**src/design/arc_consts.svh**
```systemverilog
// Constants for the area-3 refresh controller: field positions, reset values and counts.
`ifndef ARC_CONSTS_SVH
`define ARC_CONSTS_SVH
`define ARC_CTRL_SELF_REFRESH_SELECT   7
`define ARC_CTRL_PSEUDO_STATIC_ENABLE  6
`define ARC_CTRL_DYNAMIC_RAM_ENABLE   5
`define ARC_CTRL_CASWE   4
`define ARC_CTRL_COLW    3
`define ARC_CTRL_REFRESH_PIN_ENABLE   2
`define ARC_CTRL_RSV1    1
`define ARC_CTRL_REFRESH_CYCLE_ENABLE   0
`define ARC_CTRL_RESET   8'h02
`define ARC_TMCS_RESET   8'h07
`define ARC_TCONST_RESET 8'hff
`define ARC_CNT_RESET    8'h00
`define ARC_CYCLE_STATES 2'h3
`define ARC_PRESCALE_W   12
`endif

```
**src/design/arc_pkg.sv**
```systemverilog
// Types shared by the area-3 refresh controller files.
package arc_pkg;
   typedef enum logic [3:0] {
      ARC_IDLE    = 4'b0001,
      ARC_PENDING = 4'b0010,
      ARC_REQUEST = 4'b0100,
      ARC_CYCLE   = 4'b1000
   } arc_state_e;
   typedef logic [7:0] arc_byte_t;
endpackage

```
**src/design/arc_refresh_ctrl.sv**
```systemverilog
// Area-3 refresh controller: timer, refresh sequencer and DRAM strobe generation.
`timescale 1ns/1ps
`include "arc_consts.svh"
// Functional notes
// - No memory enables: plain interval timer.
// - Timer mode match raises interrupt when enabled.
// - Memory enabled locks constant, counter, clock select and control bits 4:2, 0.
// - Interval is constant times prescaler tap.
// - Refresh waits for bus grant.
// - Cycles take three states, waits optional.
// - Refresh only with cycle and memory enable.
// - First request after reset only pends.
// - Pending request acquires bus, refreshes once.
// - Request during refresh cycle is dropped.
// - Multiplexing applies to area three only.
// - Column phase remaps upper address bits.
// - Strobe mode picks two-CAS or two-WE.
// - Pin enable gates dedicated refresh strobe, except in self-refresh.
// - Match sets flag and clears counter.
// - Interrupt enable forced low with memory.
// - Write, read pins map to DRAM strobes.
// - Self-refresh in standby: CAS then RAS low.
module arc_refresh_ctrl
   import arc_pkg::*;
(
   // Clock and reset.
   input  wire logic        ref_clk,
   input  wire logic        rst_n,
   // Standby entry, from the power controller.
   input  wire logic        swStandby,
   // Software register writes, one-cycle strobes.
   input  wire logic        ctrlWrite,
   input  wire logic        tmcsWrite,
   input  wire logic        constWrite,
   input  wire logic        cntWrite,
   input  wire logic [7:0]  writeData,
   input  wire logic        flagReadArm,
   // Bus arbiter.
   input  wire logic        busGrant,
   // CPU access to external space.
   input  wire logic        accessActive,
   input  wire logic        accessWrite,
   input  wire logic        accessUpper,
   input  wire logic        accessLower,
   input  wire logic        columnPhase,
   input  wire logic [23:0] accessAddr,
   input  wire logic        area3_access_state_bit,
   input  wire logic        waitIn,
   // Register readback.
   output logic [7:0]       refresh_control_reg,
   output logic [7:0]       refresh_timer_ctrl_status,
   output logic [7:0]       refresh_time_constant,
   output logic [7:0]       refresh_timer_counter,
   // Arbiter and interrupt.
   output logic             busRequest,
   output logic             compare_match_interrupt,
   // Memory pins, active low strobes; refreshActive is an active-high status.
   output logic [23:0]      addrPin,
   output logic             rowStrobe_n,
   output logic             high_write_pin_n,
   output logic             low_write_pin_n,
   output logic             readPin_n,
   output logic             refresh_strobe_pin_n,
   output logic             refreshActive
);
   logic             psramEn, dramEn, memEn, compare_match_flag, compare_match_irq_enable;
   logic [2:0]       cks;
   logic [`ARC_PRESCALE_W-1:0] prescale;
   logic             tick, match, firstSeen;
   logic [1:0]       stateCnt;
   logic             standbyS1, standbyS2;
   logic [23:0]      next_addr;
   arc_state_e       state;

   assign psramEn = refresh_control_reg[`ARC_CTRL_PSEUDO_STATIC_ENABLE];
   assign dramEn  = refresh_control_reg[`ARC_CTRL_DYNAMIC_RAM_ENABLE];
   assign memEn   = psramEn | dramEn;
   assign compare_match_flag     = refresh_timer_ctrl_status[7];
   assign compare_match_irq_enable    = refresh_timer_ctrl_status[6];
   assign cks     = refresh_timer_ctrl_status[5:3];
   assign match   = refresh_timer_counter == refresh_time_constant;

   // Standby level from another domain passes two flops.
   always_ff @(posedge ref_clk) begin
      standbyS1 <= swStandby;
      standbyS2 <= standbyS1;
   end

   always_ff @(posedge ref_clk) begin
      if (!rst_n || standbyS2)
         prescale <= '0;
      else
         prescale <= prescale + 1'b1;
   end
   always_comb begin
      case (cks)
         3'h1:    tick = prescale[0:0] == 1'h1;
         3'h2:    tick = prescale[2:0] == 3'h7;
         3'h3:    tick = prescale[4:0] == 5'h1f;
         3'h4:    tick = prescale[6:0] == 7'h7f;
         3'h5:    tick = prescale[8:0] == 9'h1ff;
         3'h6:    tick = prescale[10:0] == 11'h7ff;
         3'h7:    tick = prescale == 12'hfff;
         default: tick = 1'b0;
      endcase
   end

   // Control register; bits 4:2 and 0 write-locked while memory is enabled.
   always_ff @(posedge ref_clk) begin
      if (!rst_n)
         refresh_control_reg <= `ARC_CTRL_RESET;
      else if (ctrlWrite) begin
         refresh_control_reg[7:5] <= writeData[7:5];
         if (!memEn) begin
            refresh_control_reg[4:2] <= writeData[4:2];
            refresh_control_reg[0]   <= writeData[0];
         end
      end
   end

   always_ff @(posedge ref_clk) begin
      if (!rst_n)
         refresh_time_constant <= `ARC_TCONST_RESET;
      else if (constWrite && !memEn)
         refresh_time_constant <= writeData;
   end

   always_ff @(posedge ref_clk) begin
      if (!rst_n || standbyS2)
         refresh_timer_counter <= `ARC_CNT_RESET;
      else if (cntWrite && !memEn)
         refresh_timer_counter <= writeData;
      else if (match)
         refresh_timer_counter <= `ARC_CNT_RESET;
      else if (tick)
         refresh_timer_counter <= refresh_timer_counter + 8'h01;
   end

   // Status register: flag set wins over the zero-write clear.
   always_ff @(posedge ref_clk) begin
      if (!rst_n)
         refresh_timer_ctrl_status <= `ARC_TMCS_RESET;
      else begin
         if (standbyS2)
            refresh_timer_ctrl_status[7:6] <= 2'h0;
         else begin
            if (match)
               refresh_timer_ctrl_status[7] <= 1'b1;
            else if (tmcsWrite && flagReadArm && !writeData[7])
               refresh_timer_ctrl_status[7] <= 1'b0;
            if (memEn)
               refresh_timer_ctrl_status[6] <= 1'b0;
            else if (tmcsWrite)
               refresh_timer_ctrl_status[6] <= writeData[6];
         end
         if (tmcsWrite && !memEn)
            refresh_timer_ctrl_status[5:3] <= writeData[5:3];
      end
   end

   always_ff @(posedge ref_clk) begin
      if (!rst_n)
         compare_match_interrupt <= 1'b0;
      else
         compare_match_interrupt <= compare_match_flag & compare_match_irq_enable & !memEn;
   end

   // first request only arms pending; enables gate it.
   always_ff @(posedge ref_clk) begin
      if (!rst_n || standbyS2)
         firstSeen <= 1'b0;
      else if (match && memEn && refresh_control_reg[`ARC_CTRL_REFRESH_CYCLE_ENABLE])
         firstSeen <= 1'b1;
   end

   // Refresh sequencer.
   always_ff @(posedge ref_clk) begin
      if (!rst_n || standbyS2) begin
         state    <= ARC_IDLE;
         stateCnt <= 2'h0;
      end else begin
         case (state)
            ARC_IDLE: begin
               if (firstSeen)
                  state <= ARC_PENDING;
            end
            ARC_PENDING: begin
               if (match && memEn && refresh_control_reg[`ARC_CTRL_REFRESH_CYCLE_ENABLE])
                  state <= ARC_REQUEST;
            end
            ARC_REQUEST: begin
               if (busGrant) begin
                  state    <= ARC_CYCLE;
                  stateCnt <= 2'h1;
               end
            end
            ARC_CYCLE: begin
               // three states, matches here are dropped
               if (stateCnt == `ARC_CYCLE_STATES &&
                   !(area3_access_state_bit && waitIn))
                  state <= ARC_PENDING;
               else if (stateCnt != `ARC_CYCLE_STATES)
                  stateCnt <= stateCnt + 2'h1;
            end
            default: state <= ARC_IDLE;
         endcase
      end
   end

   always_ff @(posedge ref_clk) begin
      if (!rst_n)
         busRequest <= 1'b0;
      else
         busRequest <= (state == ARC_REQUEST) && !busGrant && !standbyS2;
   end

   arc_addr_mux u_mux (
      .addrIn              (accessAddr),
      .area3Sel            (dramEn && accessActive),
      .columnPhase         (columnPhase),
      .column_width_select (refresh_control_reg[`ARC_CTRL_COLW]),
      .addrOut             (next_addr)
   );

   // Address pins registered.
   always_ff @(posedge ref_clk) begin
      if (!rst_n)
         addrPin <= 24'h000000;
      else
         addrPin <= next_addr;
   end

   always_ff @(posedge ref_clk) begin
      if (!rst_n) begin
         rowStrobe_n          <= 1'b1;
         high_write_pin_n     <= 1'b1;
         low_write_pin_n      <= 1'b1;
         readPin_n            <= 1'b1;
         refresh_strobe_pin_n <= 1'b1;
         refreshActive        <= 1'b0;
      end else if (standbyS2 && dramEn && refresh_control_reg[`ARC_CTRL_SELF_REFRESH_SELECT]) begin
         readPin_n            <= refresh_control_reg[`ARC_CTRL_CASWE];
         high_write_pin_n     <= !refresh_control_reg[`ARC_CTRL_CASWE];
         low_write_pin_n      <= !refresh_control_reg[`ARC_CTRL_CASWE];
         rowStrobe_n          <= (refresh_control_reg[`ARC_CTRL_CASWE] ? !high_write_pin_n
                                                                        : !readPin_n) ? 1'b0
                                                                                      : 1'b1;
         refresh_strobe_pin_n <= 1'b0;
         refreshActive        <= 1'b0;
      end else begin
         refreshActive        <= state == ARC_CYCLE;
         refresh_strobe_pin_n <= !(state == ARC_CYCLE && refresh_control_reg[`ARC_CTRL_REFRESH_PIN_ENABLE]);
         rowStrobe_n          <= !(dramEn && accessActive);
         if (refresh_control_reg[`ARC_CTRL_CASWE]) begin
            high_write_pin_n <= !(state == ARC_CYCLE || (accessActive && accessUpper));
            low_write_pin_n  <= !(state == ARC_CYCLE || (accessActive && accessLower));
            readPin_n        <= !(accessActive && accessWrite);
         end else begin
            high_write_pin_n <= !(accessActive && accessWrite && accessUpper);
            low_write_pin_n  <= !(accessActive && accessWrite && accessLower);
            readPin_n        <= !(state == ARC_CYCLE || (accessActive && columnPhase));
         end
      end
   end
endmodule

```
**src/design/arc_addr_mux.sv**
```systemverilog
// Row and column address multiplexer for area-3 accesses.
`timescale 1ns/1ps
`include "arc_consts.svh"
module arc_addr_mux
   import arc_pkg::*;
(
   // Request address and phase.
   input  wire logic [23:0] addrIn,
   input  wire logic        area3Sel,
   input  wire logic        columnPhase,
   input  wire logic        column_width_select,
   // Pin address.
   output logic [23:0]      addrOut
);
   always_comb begin
      addrOut = addrIn;
      if (area3Sel && columnPhase) begin
         addrOut[7:1] = addrIn[16:10];
         addrOut[9]   = column_width_select ? addrIn[18] : addrIn[9];
         addrOut[8]   = column_width_select ? addrIn[17] : addrIn[9];
      end
   end
endmodule

```
**config.mk**
```make
export PLATFORM = sky130hd
export DESIGN_NAME = arc_refresh_ctrl
export DESIGN_NICKNAME = d
export VERILOG_FILES = /design/src/design/arc_pkg.sv /design/src/design/arc_refresh_ctrl.sv /design/src/design/arc_addr_mux.sv
export VERILOG_INCLUDE_DIRS = /design/src /design/src/design
export SDC_FILE = /design/constraint.sdc
export NUM_CORES = 1
export LEC_CHECK = 0
export ABC_AREA = 1
export BUFFER_PORTS_ARGS = -buffer_cell sky130_fd_sc_hd__buf_2
export CORE_MARGIN = 4
export CORE_UTILIZATION = 53
export CTS_BUF_LIST = sky130_fd_sc_hd__clkbuf_8
export DETAILED_ROUTE_END_ITERATION = 12
export PLACE_DENSITY_LB_ADDON = 0.1
export SLEW_MARGIN = 40
export SYNTH_ARGS = -nofsm -noshare
export SYNTH_HDL_FRONTEND = slang
export SYNTH_SLANG_ARGS = --single-unit
```
**constraint.sdc**
```tcl
create_clock -name ref_clk -period 2.3 [get_ports ref_clk]
set_input_delay 0.115 -clock ref_clk [delete_from_list [all_inputs] [get_ports ref_clk]]
set_output_delay 0.115 -clock ref_clk [all_outputs]
set_load 0.01 [all_outputs]
```
==> results.md <==
* Most frequent cells in the layout: 140 x nand2_1, 107 x buf_2, 81 x dfxtp_1
* DIE HEIGHT at 90.7 um
* Post-CTS Setup Bufs at 0
* Largest register FFs at 24
* Max Root-Sink Buffers at 2
* Remaining routing DRC violations at 0
* CORE AREA at 0.00649 mm2
* Initial antenna violation count at 0
* Highest Clock Rate at 535 MHz
* Final slew viol count at 0
* CP arrival at 2.12 ns
* Synth Area in Simple Gates at 0.306
* GRT overflow at 0
* Total of max-cap violations at 0
* Peak supply drop at 0.417 mV
* Root Buffer Master: clkbuf_8
* Area Growth Syn to Fin at 27.0%
* CTS HTree Levels at 3
* Initial Util at 0.558
* DIE WIDTH at 90.7 um
* XOR/XNOR Fraction of Synth Area at 0.0241
* Vias at 3695
* First DRT Iteration DRCs at 151
* HP Class: input pin to flop
* CP Max Fanout at 9
* Critical R2R Capture: refresh_timer_counter[6]
* Most flop-heavy register: addrPin
* Post-synth EDFFs at 0
* Fraction of layout cells with a size suffix above 1 at 0.211
* Crit Reg-Reg Startpoint: prescale[0]
* Largest regs: addrPin x24, prescale x12
* Largest net degree at the start of global routing at 45
* Clock Skew at 0.0166 ns
* Routed Antenna Nets at 0
* Commonest non-fill, non-tap cell in the layout: nand2_1
* Hold depth at 2
* Post-Synth Adder-Cell Area at 0.0207
* Hold path start: tmcsWrite
* Post-Route WL at 9730 um
* Mux share of post-synthesis cell area at 0
* GR Util met1 at 0.291
* Tcrit/Tclk final at 0.813
* First drt pass iteration count at 7
* Power, Total at 2.92 mW
* Crit end category: flop
* DR vias/cell at 5.06
* R2R depth at 15
* Asr flop ratio synth at 0
* Area of the mapped netlist at 0.00363 mm2
* Critical Path RT at 2.55 ns
* Startpoint Class: flop
* Tmin final at 1.87 ns
* I/O Pins at 112
* CTS Buf Count at 9
* Setup violators final at 0
* GRT met3 Usage at 0.0650
* Vias in the first global route at 3565
* Nets at 702
* Tot GR Track Use at 0.242
* CTS tree: yes
* Placer congestion estimate at 0.844
* Per-cell routed wire length at 13.3 um
* #FFs+latches synth at 81
* Die area at 0.00823 mm2
* Global-route wire length before repair at 16400 um
* Hpwl dp at 6810 um
* P per Cell Area at 633 mW/mm2
* Syn Inst Count at 517
* Busiest grt layer: met2
* Clk sinks at 81
* Min-Delay Endpoint: refresh_timer_ctrl_status[6]
* Status: finished clean
* Met2 Use GR at 0.418
* Row cnt at 29
* Main synth FF type: dfxtp_1
* Synth cell types at 29
* Port bufs at 107
* Synth Area in Compound Gates at 0.101
* CP Class: flop to flop
* Syn_area_per_cell at 7.02 um2
* Seq/Total Area, Yosys at 0.447
* Diodes inserted at 0
* Main combinational cell family by area after synthesis: simple AND/OR/NAND/NOR gates
* Fin. Hold Viols at 0
* Clk pin slew, worst setup/hold paths at 0.08 ns
* Final TNS setup at 0 ns
* Number of synthesis warnings at 0
* Worst-Skew Late Latency at 0.37 ns
* RSZ-0062 raised after global routing: false
* R2R Setup Slk at 0.43 ns
* Leak at 2.39 nW
## critical path, stage by stage (launching register included)
cell,delay (ns)
dfxtp_1,0.38
ha_1,0.21
nand2_1,0.08
nor2_2,0.13
nand2_1,0.08
inv_1,0.06
ha_1,0.13
nand2_1,0.05
nand3_1,0.06
nand2_1,0.05
nand2_1,0.06
nand2_2,0.13
nand2_2,0.11
inv_2,0.07
nor2_1,0.11
nor2_1,0.05
## synth_stat cells (5+ instances only)
cell      number  share of area
nand2_1      140           0.14
dfxtp_1       81           0.45
inv_1         71          0.073
nor2_1        70          0.072
nand3_1       32          0.044
o21ai_0       29          0.040
a21oi_1       24          0.033
buf_4          7          0.014
o211ai_1       7          0.014
xor2_1         7          0.017
ha_1           6          0.021
clkbuf_1       5         0.0052
## metal layers
| layer | vias up | part of all wire |
|---|---|---|
| met5 | - | 0 |
| met4 | 0 | 0.020 |
| met3 | 21 | 0.076 |
| met2 | 142 | 0.48 |
| met1 | 1659 | 0.42 |
| li1 | 1873 | - |
## per-stage QoR
stage                     cells  worst slack [ns]   util  hold slack, ns  cell area, um2
after detailed placement    691             0.463  0.647           0.220            4200
after CTS                   730             0.428  0.709         0.00257            4610
after global routing        730             0.149  0.709          0.0108            4610
final                       730             0.429  0.709          0.0150            4610
after global placement      691             0.561  0.647           0.220            4200
after floorplan             520             0.673      -           0.143            3640
## repair_timing
action	in CTS	in global routing
gates resized for setup	0	0
hold buffers	23	0
hold endpoints to repair	26	0
## final cells by class
type	count	area [um2]
Fill cell	592	1890
Tap cell	77	96.3
Multi-Input combinational cell	350	1650
Sequential cell	81	1620
Clock inverter	7	55.1
Clock buffer	9	124
Inverter	74	278
Timing Repair Buffer	132	781
## logic make-up (layout without fill, tap and decap cells)
group                    after synthesis  count (layout)
other                                  1               4
AND/OR/NAND/NOR                      264             264
buffers and inverters                 89             222
AO/OA/AOI/OAI                         66              66
flip-flops                            81              81
adder cells (fa/ha/maj)                6               6
XOR/XNOR                              10              10
## report_power, final
group	total [mW]	internal [mW]	switching, mW
clock	0.949	0.399	0.551
combinational	0.445	0.186	0.259
sequential	1.52	1.47	0.0536
total	2.92	2.05	0.864
## worst max path at each step
stage | from | slack (ns) | depth (start not counted) | to
6_report | prescale[0] | 0.43 | 15 | refresh_timer_counter[6]
2_1_floorplan | prescale[0] | 0.67 | 15 | refresh_timer_counter[6]
5_1_grt | prescale[0] | 0.15 | 14 | refresh_timer_counter[6]
3_3_place_gp | prescale[0] | 0.56 | 15 | refresh_timer_counter[6]
4_1_cts | prescale[0] | 0.43 | 15 | refresh_timer_counter[6]
3_5_place_dp | prescale[0] | 0.46 | 15 | refresh_timer_counter[4]
(Power assumes the default switching activity.)
